==> src/cct_pkg.sv <==
package cct_pkg;
    // Mode field encodings
    localparam logic [2:0] MODE_INTERVAL  = 3'h0;
    localparam logic [2:0] MODE_EXT_EVENT = 3'h1;
    localparam logic [2:0] MODE_EXT_TRIG  = 3'h2;
    localparam logic [2:0] MODE_ONE_SHOT  = 3'h3;
    localparam logic [2:0] MODE_PWM_OUT   = 3'h4;
    localparam logic [2:0] MODE_FREE_RUN  = 3'h5;
    localparam logic [2:0] MODE_PW_MEAS   = 3'h6;
    // Edge selection encodings
    localparam logic [1:0] EDGE_NONE = 2'h0;
    localparam logic [1:0] EDGE_RISE = 2'h1;
    localparam logic [1:0] EDGE_FALL = 2'h2;
    localparam logic [1:0] EDGE_BOTH = 2'h3;
    // Prescaler tap codes, fxx/1 .. fxx/128
    localparam logic [2:0] CLK_DIV1  = 3'h0;
    localparam logic [2:0] CLK_DIV8  = 3'h3;
    // Counter reset and wrap values
    localparam logic [15:0] CNT_RESET = 16'h0000;
    localparam logic [15:0] CNT_MAX   = 16'hFFFF;

    // Control settings bundle
    typedef struct packed {
        logic       counter_enable_bit;     // Starts counting
        logic [2:0] mode;                   // Operating mode
        logic       ext_event_clock_enable; // Count on external events
        logic [2:0] clk_sel;                // Prescaler tap
        logic [1:0] ch0_edge_sel;           // Channel 0 capture edge
        logic [1:0] ch1_edge_sel;           // Channel 1 capture edge
        logic [1:0] ext_event_edge;         // Event pin edge
        logic       ch0_capture_select;     // Channel 0 capture, not compare
        logic       ch1_capture_select;     // Channel 1 capture, not compare
    } cct_ctrl_type;
endpackage

==> src/cct_timer.sv <==
// How it works
// - No register access on stopped clock
// - No timer output in event count
// - No one-shot pulse when ch1 exceeds ch0
// - Early capture may read FFFFH
// - Mode codes 001, 010, 011
// - Capture only free-run or width modes
module cct_timer #(
    parameter int CNT_W = 16
) (
    input  wire logic                 core_clk,
    input  wire logic                 rstn,
    input  wire cct_pkg::cct_ctrl_type ctrl,
    input  wire logic [CNT_W-1:0]     ch0_wr_data,
    input  wire logic                 ch0_wr_en,
    input  wire logic [CNT_W-1:0]     ch1_wr_data,
    input  wire logic                 ch1_wr_en,
    input  wire logic                 ext_event_pin,
    input  wire logic                 ch0_capture_input,
    input  wire logic                 ch1_capture_input,
    input  wire logic                 ext_trigger_pin,
    output logic [CNT_W-1:0]          ch0_capcomp_reg,
    output logic [CNT_W-1:0]          ch1_capcomp_reg,
    output logic [CNT_W-1:0]          counter_readback_reg,
    output logic                      ch0_match_irq,
    output logic                      ch1_match_irq,
    output logic                      ch0_capture_irq,
    output logic                      ch1_capture_irq,
    output logic                      timer_output_pin
);
    // Edge detect with selectable polarity
    function automatic logic edge_hit(input logic [1:0] sel, input logic prev, input logic cur);
        logic r;
        logic f;
        r = cur & ~prev;
        f = prev & ~cur;
        edge_hit = (sel == cct_pkg::EDGE_RISE) ? r :
                   (sel == cct_pkg::EDGE_FALL) ? f :
                   (sel == cct_pkg::EDGE_BOTH) ? (r | f) : 1'b0;
    endfunction

    // Previous pin levels
    logic ev_prev_q, cap0_prev_q, cap1_prev_q, trg_prev_q;
    // Prescaler
    logic [6:0] pre_q;
    // Counter and channel registers
    logic [CNT_W-1:0] cnt_q, cnt_d, cc0_q, cc0_d, cc1_q, cc1_d;
    // Run state for one-shot and trigger modes
    logic armed_q;
    // Output flip-flop
    logic out_q, out_d;
    logic m0_q, m1_q, c0_q, c1_q;
    // Prior enable, to spot the start
    logic ce_prev_q;

    // Pin event decode
    wire ev_hit   = edge_hit(ctrl.ext_event_edge, ev_prev_q, ext_event_pin);
    wire cap0_hit = edge_hit(ctrl.ch0_edge_sel, cap0_prev_q, ch0_capture_input);
    wire cap1_hit = edge_hit(ctrl.ch1_edge_sel, cap1_prev_q, ch1_capture_input);
    wire trg_hit  = edge_hit(ctrl.ch0_edge_sel, trg_prev_q, ext_trigger_pin);
    wire mode_evc = (ctrl.mode == cct_pkg::MODE_EXT_EVENT);
    wire mode_trg = (ctrl.mode == cct_pkg::MODE_EXT_TRIG);
    wire mode_os  = (ctrl.mode == cct_pkg::MODE_ONE_SHOT);
    wire mode_cap = (ctrl.mode == cct_pkg::MODE_FREE_RUN) || (ctrl.mode == cct_pkg::MODE_PW_MEAS);
    // Prescaler tap select: divide by 2^clk_sel
    wire [7:0] tap_mask = 8'((1 << ctrl.clk_sel) - 1);
    wire pre_tick = ((({1'b0, pre_q}) & tap_mask) == 8'h00);
    // Count tick: external events when enabled or event mode
    wire use_ev = ctrl.ext_event_clock_enable | mode_evc;
    wire tick   = ctrl.counter_enable_bit & (use_ev ? ev_hit : pre_tick);
    // Fresh start of counting
    wire start  = ctrl.counter_enable_bit & ~ce_prev_q;
    // Slow clocks (event input or fxx/8 and slower) capture all ones instead of the counter on the start cycle
    wire slow_clk = use_ev | (ctrl.clk_sel >= cct_pkg::CLK_DIV8);
    wire [CNT_W-1:0] cap_val = (start && slow_clk) ? {CNT_W{1'b1}} : cnt_q;
    wire is_match0 = (cnt_q == cc0_q);
    wire is_match1 = (cnt_q == cc1_q);
    // Channel captures, only in capture modes
    wire do_cap0 = mode_cap & ctrl.ch0_capture_select & cap0_hit & ctrl.counter_enable_bit;
    wire do_cap1 = mode_cap & ctrl.ch1_capture_select & cap1_hit & ctrl.counter_enable_bit;
    // One-shot suppressed when ch1 exceeds ch0
    wire os_ok = (cc1_q <= cc0_q);

    // Counter next value
    always_comb begin
        cnt_d = cnt_q;
        if (!ctrl.counter_enable_bit) begin
            cnt_d = cct_pkg::CNT_RESET;
        end else if ((mode_trg || mode_os) && !armed_q) begin
            cnt_d = cct_pkg::CNT_RESET;
        end else if (tick) begin
            // Clear on ch0 match except free-run and width measurement
            if (is_match0 && !mode_cap) begin
                cnt_d = cct_pkg::CNT_RESET;
            end else begin
                cnt_d = cnt_q + 1'b1;
            end
        end
    end

    // Channel register next values
    always_comb begin
        cc0_d = cc0_q;
        cc1_d = cc1_q;
        if (do_cap0) begin
            cc0_d = cap_val;
        end else if (ch0_wr_en) begin
            cc0_d = ch0_wr_data;
        end
        if (do_cap1) begin
            cc1_d = cap_val;
        end else if (ch1_wr_en) begin
            cc1_d = ch1_wr_data;
        end
    end

    // Timer output next value
    always_comb begin
        out_d = out_q;
        if (!ctrl.counter_enable_bit || mode_evc) begin
            out_d = 1'b0;
        end else if (mode_os && !os_ok) begin
            out_d = 1'b0;
        end else if ((mode_trg || mode_os) && armed_q && tick) begin
            if (is_match1) begin
                out_d = 1'b1;
            end
            if (is_match0) begin
                out_d = 1'b0;
            end
        end else if (!mode_trg && !mode_os && tick && is_match0) begin
            out_d = ~out_q;
        end
    end

    // Pin history and prescaler
    always_ff @(posedge core_clk) begin
        if (!rstn) begin
            ev_prev_q   <= 1'b0;
            cap0_prev_q <= 1'b0;
            cap1_prev_q <= 1'b0;
            trg_prev_q  <= 1'b0;
            ce_prev_q   <= 1'b0;
            pre_q       <= 7'h00;
        end else begin
            ev_prev_q   <= ext_event_pin;
            cap0_prev_q <= ch0_capture_input;
            cap1_prev_q <= ch1_capture_input;
            trg_prev_q  <= ext_trigger_pin;
            ce_prev_q   <= ctrl.counter_enable_bit;
            pre_q       <= ctrl.counter_enable_bit ? pre_q + 7'h01 : 7'h00;
        end
    end

    // Counter and channel registers
    always_ff @(posedge core_clk) begin
        if (!rstn) begin
            cnt_q <= '0;
            cc0_q <= '0;
            cc1_q <= '0;
            out_q <= 1'b0;
        end else begin
            cnt_q <= cnt_d;
            cc0_q <= cc0_d;
            cc1_q <= cc1_d;
            out_q <= out_d;
        end
    end

    // Arming for trigger and one-shot modes
    always_ff @(posedge core_clk) begin
        if (!rstn) begin
            armed_q <= 1'b0;
        end else if (!ctrl.counter_enable_bit || !(mode_trg || mode_os)) begin
            armed_q <= 1'b0;
        end else if (trg_hit) begin
            armed_q <= 1'b1;
        end else if (mode_os && tick && is_match0) begin
            armed_q <= 1'b0;
        end
    end

    // Interrupt pulses
    always_ff @(posedge core_clk) begin
        if (!rstn) begin
            m0_q <= 1'b0;
            m1_q <= 1'b0;
            c0_q <= 1'b0;
            c1_q <= 1'b0;
        end else begin
            m0_q <= tick & is_match0 & ~ctrl.ch0_capture_select;
            m1_q <= tick & is_match1 & ~ctrl.ch1_capture_select;
            c0_q <= do_cap0;
            c1_q <= do_cap1;
        end
    end

    // Register images come straight off core_clk flops, so no second clock can reach them
    assign ch0_capcomp_reg      = cc0_q;
    assign ch1_capcomp_reg      = cc1_q;
    assign counter_readback_reg = cnt_q;
    assign ch0_match_irq        = m0_q;
    assign ch1_match_irq        = m1_q;
    assign ch0_capture_irq      = c0_q;
    assign ch1_capture_irq      = c1_q;
    assign timer_output_pin     = out_q;

    // Output held low in event count mode
    AST_NO_OUT_EVC: assert property (@(posedge core_clk) disable iff (!rstn)
        $past(mode_evc) |-> !timer_output_pin) else $error("output active in event count mode");
    // No pulse when ch1 above ch0
    AST_OS_SUPPRESS: assert property (@(posedge core_clk) disable iff (!rstn)
        $past(mode_os && !os_ok) |-> !timer_output_pin) else $error("one-shot pulse despite ch1 over ch0");
    // Capture copies counter
    AST_CAP_COPY: assert property (@(posedge core_clk) disable iff (!rstn)
        do_cap0 && !start |=> ch0_capcomp_reg == $past(cnt_q)) else $error("capture value wrong");
    // No capture outside capture modes
    AST_CAP_MODE: assert property (@(posedge core_clk) disable iff (!rstn)
        !mode_cap |=> !ch0_capture_irq && !ch1_capture_irq) else $error("capture outside capture mode");
    // Early capture on slow clock yields FFFFH
    AST_EARLY_CAP: assert property (@(posedge core_clk) disable iff (!rstn)
        do_cap1 && start && slow_clk |=> ch1_capcomp_reg == cct_pkg::CNT_MAX) else $error("early capture not FFFFH");
    // Disabled counter reads zero
    AST_STOP_CLR: assert property (@(posedge core_clk) disable iff (!rstn)
        !ctrl.counter_enable_bit |=> counter_readback_reg == cct_pkg::CNT_RESET) else $error("stopped counter not zero");
endmodule

==> config.mk <==
export PLATFORM = sky130hd
export DESIGN_NAME = cct_timer
export DESIGN_NICKNAME = d
export VERILOG_FILES = /design/src/cct_pkg.sv /design/src/cct_timer.sv
export SDC_FILE = /design/constraint.sdc
export NUM_CORES = 1
export LEC_CHECK = 0
export BUFFER_PORTS_ARGS = -buffer_cell sky130_fd_sc_hd__buf_2
export CAP_MARGIN = 20
export CORE_MARGIN = 5
export CORE_UTILIZATION = 50
export DETAILED_ROUTE_END_ITERATION = 10
export PLACE_DENSITY = 0.76
export SYNTH_ARGS = -nofsm -noshare
export SYNTH_HDL_FRONTEND = slang
export SYNTH_SLANG_ARGS = --single-unit
==> constraint.sdc <==
create_clock -name core_clk -period 5 [get_ports core_clk]
set_clock_uncertainty 0.2 [all_clocks]
set_input_delay 1 -clock core_clk [delete_from_list [all_inputs] [get_ports core_clk]]
set_output_delay 1 -clock core_clk [all_outputs]
set_load 0.01 [all_outputs]
# After elaboration in Yosys (flattened, before gate mapping)
# Index checks and enable logic that the tools add are counted.
# classes
order_cmp,2
n_bitwise,41
muxes,25
add_sub_neg,3
shift,1
n_eq_ne,17
reduce_logical,32
# op_table
op,count
two-way mux 16 bit,6
== test 16 bit,2
bitwise AND 1 bit,20
two-way mux 1 bit,19
adder 16 x 1 -> 16 bit (second input constant),1
<= comparator 16 bit,1
inverter 1 bit,14
== test 2 bit (second input constant),6
logical AND 1 bit,11
bitwise AND 7 x 8 -> 8 bit,1
logical NOT 8 bit,1
nonzero test 2 bit,4
left shift 1 x 3 -> 8 bit (first input constant),1
subtractor 8 x 2 -> 8 bit (second input constant),1
adder 7 x 1 -> 7 bit (second input constant),1
logical NOT 1 bit,7
== test 2 x 1 -> 1 bit (second input constant),3
== test 3 x 2 -> 1 bit (second input constant),2
== test 3 bit (second input constant),2
OR 1 bit,6
OR reduction 3 bit,2
logical OR 1 bit,4
AND reduction 2 bit,2
== test 3 x 1 -> 1 bit (second input constant),1
other kinds (3),3
# totals
wordCells,136
input_bits,56
output_inout_bits,53
reg_bits,66

# Logic depth before layout (Yosys ltp)
# Gate-level depths: netlist of run 1.
# depth
depth_word,12
ltp_mapped,11
ltp_nobuf,8

# Worst setup path before layout of run 1
# OpenSTA, ideal clock, no wires.
# synth_path
path_kind,input-to-reg
from,input port ctrl[9] (netlist name)
to,"register cnt_q[13], in the netlist counter_readback_reg[13]"
stages,9
setup_time_ns,0.070
setup_slack_ns,1.735
t_required_ns,4.730
arrival_time_ns,2.995
n_path_buf,2
cell_sequence,buf_6 -> or3_4 -> ha_1 -> xor2_1 -> a22oi_2 -> a31oi_2 -> buf_2 -> or4_1 -> a21oi_1
# synth_between
elab_chain_cells,6
# synth_lines
element,line_no,text
start: declaration,cct_timer.sv:13,"input wire cct_pkg::cct_ctrl_type ctrl,"
left shift 1 x 3 -> 8 bit,cct_timer.sv:66,wire [7:0] tap_mask = 8'((1 << ctrl.clk_sel) - 1);
subtractor 8 x 2 -> 8 bit,cct_timer.sv:66,
bitwise AND 7 x 8 -> 8 bit,cct_timer.sv:67,"wire pre_tick = ((({1'b0, pre_q}) & tap_mask) == 8'h00);"
logical NOT 8 bit,cct_timer.sv:67,
two-way mux 1 bit,cct_timer.sv:70,wire tick = ctrl.counter_enable_bit & (use_ev ? ev_hit : pre_tick);
bitwise AND 1 bit,cct_timer.sv:70,
end signal: assignment,cct_timer.sv:163,cnt_q <= cnt_d;
end: declaration,cct_timer.sv:47,"logic [CNT_W-1:0] cnt_q, cnt_d, cc0_q, cc0_d, cc1_q, cc1_d;"
# No other way between the ends.
# A chain may end at the register's enable or synchronous reset.

# Worst setup path after layout of run 1
# layout_path
from,input port ctrl[10] (netlist name)
to,"register cnt_q[3], in the netlist counter_readback_reg[3]"
# Same word-level chain as after synthesis.

==> flow_metrics.py, run 1 <==
metrics = {
    "pwr": {
        "ir_drop_v": 0.000127,
        "power_leakage_nw": 2.01,
        "clkPwrFrac_pct": 31.2,
        "power_density_nw_per_um2": 240,
        "seq_power_share_pct": 49.6,
        "intPower_mw": 0.817,
        "pwr-share-comb_pct": 19.2,
        "switchingPower_mw": 0.333,
        "switching_share_pct": 29.0,
    },
    "sta": {
        "fmax_mhz": 303,
        "period_share_pct": 66.0,
        "final-setup-viol-count": 0,
        "fin_ws_ps": 1700,
        "final-hold-violation-count": 0,
        "setup_tns_ps": 0,
        "rsz0062_at_grt": "no",
        "drv_slew": 0,
        "fin_crit_ps": 3300,
        "slew_headroom_pct": 35.8,
        "worstMarginPinSlew_ps": 956,
    },
    "grt": {
        "grt_max_degree": 34,
        "track_usage_pct": 22.7,
        "grt_pass1_wl_microns": 18200,
        "antenna_found_initial": 0,
        "first_global_vias": 3816,
        "globalRouteOverflowTotal": 0,
    },
    "worst_setup_path": {
        "critical_path.max_stage_delay_ps": 790,
        "start_kind": "input port",
        "slowest_stage": "o21ai_1",
        "worstSetupEndpointType": "register",
        "worstSetupPathType": "input port to register",
        "crit_chain": "buf_2 > or3_4 > ha_1 > xor2_1 > a22oi_2 > a31oi_2 > o21ai_1 > a21oi_1",
        "cp.required_ps": 4970,
        "worst_ep_arrival_time_ps": 3270,
        "cp_max_fo": 12,
    },
    "clock_network": {
        "clock-sinks": 66,
        "ctsHoldBuffers": 0,
        "cts_buffers": 9,
        "clk_path_buf_depth": 2,
        "clkLatencyLatePin_ps": 340,
        "cts_max_level": 3,
        "root_buffer": "clkbuf_8",
        "cts_resized": 0,
        "cts_tree": "built",
        "post_cts_buffers": 0,
        "clk_pin_slew_ps": 70,
    },
    "detailed_routing": {
        "via_per_inst": 5.83,
        "wl_per_cell_microns": 16.9,
        "drcViolationCount": 0,
        "routed-via-count": 3936,
        "dr.pass1.iters": 5,
        "routed_wirelength_microns": 11400,
        "antenna_left": 0,
        "first_iter_violations": 270,
    },
    "logic_synthesis": {
        "synth_edf_count": 0,
        "ys.flop_type": "dfxtp_1",
        "syn_nets": 567,
        "synth.avg_cell_area_sq_um": 8.46,
        "ys_types": 46,
        "yosys_warnings": 0,
        "netlist_area_sq_um": 4090,
        "async_flop_share_pct": 0,
        "synth_cells": 484,
        "ys_ff_latch": 66,
        "ys_seq_area_share_pct": 32.3,
    },
    "place": {
        "io_buffers": 108,
        "place_hpwl_microns": 8770,
        "gp_congestion": 0.908,
        "dpl_cell_area_sq_um": 4630,
        "pre_cts_ws_ps": 1410,
    },
    "floorplan": {
        "initial_core_util_pct": 50.6,
        "core_sq_um": 8090,
        "dieHeight_microns": 100,
        "dieArea_sq_um": 10100,
        "die_width_microns": 100,
        "io_pins": 109,
        "rows": 33,
    },
    "finish": {
        "final_area_sq_um": 4780,
        "syn_to_final_growth_pct": 16.8,
        "antenna_cells": 0,
        "fill_cells": 782,
        "fin_nets": 651,
        "layout-drive-gt1-share_pct": 22.8,
        "multi_input_area_sq_um": 2480,
        "ff_latch_area_sq_um": 1320,
    },
    "hold_path": {
        "worstHoldPathType": "register to register",
    },
    "status": {
        "status": "finished clean",
    },
    "job": {
        "max_cap_violations": 0,
    },
}
synthesized netlist by cell type, types with 2 or more instances:
master / n / share of area, %
a21oi_1: 20 / 2.4
nor2b_1: 5 / 0.76
nand2b_1: 3 / 0.46
o311a_1: 16 / 3.9
nand3_1: 12 / 1.5
buf_2: 9 / 1.1
clkbuf_1: 27 / 2.5
nor3_1: 16 / 2.0
o31ai_1: 12 / 2.2
or3_1: 5 / 0.76
a211oi_1: 20 / 3.7
nand4_1: 14 / 2.1
o21ai_0: 9 / 1.1
nor4_1: 2 / 0.31
nor2_1: 26 / 2.4
dfxtp_1: 66 / 32
a21o_1: 3 / 0.55
inv_1: 34 / 3.1
nor4b_1: 2 / 0.43
a32oi_1: 3 / 0.64
mux2i_1: 19 / 4.6
or2_2: 2 / 0.31
nand2_1: 38 / 3.5
ha_1: 27 / 8.3
o211ai_1: 23 / 4.2
xnor2_1: 35 / 7.5
xor2_1: 5 / 1.1
buf_4: 2 / 0.37
or4_1: 8 / 1.5
and2_1: 2 / 0.31
nor3b_1: 4 / 0.73
cell families after synthesis:
logic type | synth area share (%)
AND/OR/NAND/NOR | 18.4
AO/OA/AOI/OAI | 20.5
buffers and inverters | 7.33
flip-flops | 32.3
XOR/XNOR | 8.56
adder cells (fa/ha/maj) | 8.25
multiplexers | 4.65
critical path, delay by kind of cell:
kind            cells  cell delay [ps]
compound gates      4             1280
xor+xnor            1              190
fa+ha+maj           1              260
buf+inv             1              140
simple gates        1              400
per-layer routing:
metal / wire length [microns] / track usage [%]
met3: 807 / 3.94
met5: 0 / 0
met2: 5240 / 35.9
met4: 264 / 9.22
met1: 5110 / 30.9
through the flow:
stage / power, mW / hold slack (ps) / util, % / cells
finish: 1.15 / 277 / 59.1 / 675
global route: 1.21 / 321 / 59.1 / 675
CTS: 1.15 / 277 / 58.9 / 674
detailed placement: 0.801 / 262 / 57.2 / 661
global placement: 0.793 / 248 / 57.2 / 661
floorplan: 0.720 / 229 / - / 484
power groups by stage:
| stage | sequential, mW | combinational (mW) | clock, mW |
|---|---|---|---|
| 2_1_floorplan | 0.584 | 0.136 | 0 |
| 3_3_place_gp | 0.581 | 0.212 | 0 |
| 3_5_place_dp | 0.581 | 0.220 | 0 |
| 4_1_cts | 0.570 | 0.221 | 0.363 |
| 5_1_grt | 0.573 | 0.246 | 0.388 |
| 6_report | 0.570 | 0.221 | 0.359 |
path summary, 6_finish.rpt:
check	start	end	slack [ps]	depth (start not counted)
worst max-delay path	ctrl[10]	counter_readback_reg[3]	1700	8
worst min-delay path	pre_q[0]	pre_q[0]	280	1
worst max register to register	counter_readback_reg[11]	counter_readback_reg[3]	1990	6
worst min register to register	pre_q[0]	pre_q[0]	280	1
layout by cell type, fill, tap and decap left out, drive strengths merged, types with 15 or more instances in the layout:
cell / instances
mux2i: 19
nor2: 26
inv: 34
a211oi: 20
xnor2: 35
nand2: 38
dfxtp: 66
a21oi: 20
nor3: 16
o211ai: 23
o311a: 16
buf: 112
ha: 27
nand4: 15
final cells by class:
class / instances / area share, %
Clock buffer: 12 / 2.83
Tap cell: 105 / 2.75
Timing Repair Buffer: 112 / 12.1
Sequential cell: 66 / 27.6
Inverter: 34 / 2.67
Clock inverter: 1 / 0.105
Multi-Input combinational cell: 345 / 51.9
Power figures use the tool's default switching activity.
==> run 2, diff against run 1 <==
Clock period 5 ns to 3.3 ns, I/O delays scaled along.
==> run 2 against run 1 <==
  * Final cell count grew 2.1%
  * Setup slack lost 1200 ps
  * Clock power grew 70%
  * Design area grew 2.5%
  * Via count grew 1.8%
  * Hold slack gained 5.2 ps
  * Critical path type unchanged
  * Largest cell class unchanged
  * Largest power group unchanged
==> flow_metrics.py, run 2 (synthesis gave the netlist of run 1 again) <==
metrics = {
    "detailed_routing": {
        "antenna_left": 0,
        "routed-via-count": 4007,
        "wl_per_cell_microns": 17.1,
        "routed_wirelength_microns": 11800,
        "dr.pass1.iters": 4,
        "via_per_inst": 5.82,
        "drcViolationCount": 0,
        "first_iter_violations": 252,
    },
    "floorplan": {
        "dieArea_sq_um": 10100,
        "die_width_microns": 100,
        "core_sq_um": 8090,
        "dieHeight_microns": 100,
        "initial_core_util_pct": 50.6,
        "io_pins": 109,
        "rows": 33,
    },
    "pwr": {
        "clkPwrFrac_pct": 33.7,
        "power_density_nw_per_um2": 371,
        "switching_share_pct": 30.2,
        "pwr-share-comb_pct": 18.8,
        "power_mw": 1.82,
        "power_leakage_nw": 2.09,
        "seq_power_share_pct": 47.5,
        "ir_drop_v": 0.000198,
        "intPower_mw": 1.27,
        "switchingPower_mw": 0.550,
    },
    "sta": {
        "final-hold-violation-count": 0,
        "fin_hold_ws_ps": 282,
        "setup_tns_ps": 0,
        "rsz0062_at_grt": "no",
        "fmax_mhz": 352,
        "worstMarginPinSlew_ps": 888,
        "fin_ws_ps": 463,
        "fin_crit_ps": 2840,
        "period_share_pct": 86.0,
        "slew_headroom_pct": 40.4,
        "final-setup-viol-count": 0,
        "drv_slew": 0,
    },
    "worst_setup_path": {
        "start_kind": "input port",
        "worst_ep_arrival_time_ps": 2850,
        "crit_chain": "buf_2 > or3_4 > ha_1 > xor2_1 > a22oi_2 > a31oi_2 > o21ai_1 > nor2_1",
        "critical_path.max_stage_delay_ps": 730,
        "worstSetupEndpointType": "register",
        "worstSetupPathType": "input port to register",
        "slowest_stage": "o21ai_1",
        "cp_max_fo": 12,
        "cp.required_ps": 3310,
    },
    "grt": {
        "grt_pass1_wl_microns": 19100,
        "globalRouteOverflowTotal": 0,
        "first_global_vias": 3993,
        "antenna_found_initial": 0,
        "grt_max_degree": 34,
        "track_usage_pct": 23.6,
    },
    "clock_network": {
        "cts_buffers": 9,
        "clock-sinks": 66,
        "cts_tree": "built",
        "cts_max_level": 3,
        "ctsHoldBuffers": 0,
        "cts_resized": 0,
        "root_buffer": "clkbuf_8",
        "post_cts_buffers": 0,
        "clk_path_buf_depth": 2,
        "clkLatencyLatePin_ps": 360,
        "clk_pin_slew_ps": 80,
    },
    "place": {
        "place_hpwl_microns": 8990,
        "io_buffers": 108,
        "dp_cells": 673,
        "gp_congestion": 0.894,
        "dpl_cell_area_sq_um": 4730,
        "pre_cts_ws_ps": 99.0,
    },
    "job": {
        "max_cap_violations": 0,
    },
    "finish": {
        "syn_to_final_growth_pct": 19.7,
        "layout.cells.non_filler": 689,
        "antenna_cells": 0,
        "final_common_cell": "buf_2",
        "most-common-layout-cells": "buf_2 (108), dfxtp_1 (66), nand2_1 (38)",
        "utilization_pct": 60.6,
        "fill_cells": 760,
        "layout-drive-gt1-share_pct": 25.2,
        "fin_nets": 662,
        "final_area_sq_um": 4900,
    },
    "hold_path": {
        "worstHoldPathType": "register to register",
    },
    "status": {
        "status": "finished clean",
    },
}
-- run 2: cell count changes in the layout (fill, tap and decap cells not counted) --
cell / previous run / this run
clkbuf_1: 3 / 0
buf_12: 0 / 1
clkinvlp_4: 0 / 1
clkbuf_8: 9 / 10
buf_4: 3 / 14
buf_8: 1 / 0
clkinv_2: 1 / 5
-- run 2: worst max-delay path, delay by kind of cell --
| kind | cells | cell delay, ps |
|---|---|---|
| XOR/XNOR | 1 | 190 |
| adder cells (fa/ha/maj) | 1 | 260 |
| AND/OR/NAND/NOR | 2 | 510 |
| buffers and inverters | 1 | 140 |
| AO/OA/AOI/OAI | 3 | 1090 |
-- run 2: worst paths after layout --
| path | startpoint | end | slack, ps | cells past startpoint |
|---|---|---|---|---|
| min reg2reg | pre_q[0] | pre_q[0] | 280 | 1 |
| min | pre_q[0] | pre_q[0] | 280 | 1 |
| max reg2reg | counter_readback_reg[5] | counter_readback_reg[1] | 650 | 7 |
| max | ctrl[10] | counter_readback_reg[1] | 460 | 8 |
-- run 2: final cells by class --
class	count	area (sq um)	share of cell area [%]
clock buffers	10	138	2.81
clock inverters	6	32.5	0.664
inverters	34	128	2.60
multi-input cells	345	2480	50.7
flip-flops and latches	66	1320	27.0
well taps	105	131	2.68
repair buffers	123	666	13.6
-- run 2: routing by layer --
layer	vias up	global-route usage [%]	share of wire, %
li1	1944	-	-
met4	0	9.22	1.8
met3	17	5.26	8.4
met5	-	0	0
met1	1885	31.8	44
met2	161	36.8	46
-- run 2: power groups by stage --
stage / clock [mW] / sequential [mW] / combinational, mW
floorplan: 0 / 0.884 / 0.207
global placement: 0 / 0.880 / 0.328
detailed placement: 0 / 0.882 / 0.340
CTS: 0.617 / 0.863 / 0.342
global route: 0.660 / 0.868 / 0.380
finish: 0.612 / 0.864 / 0.342
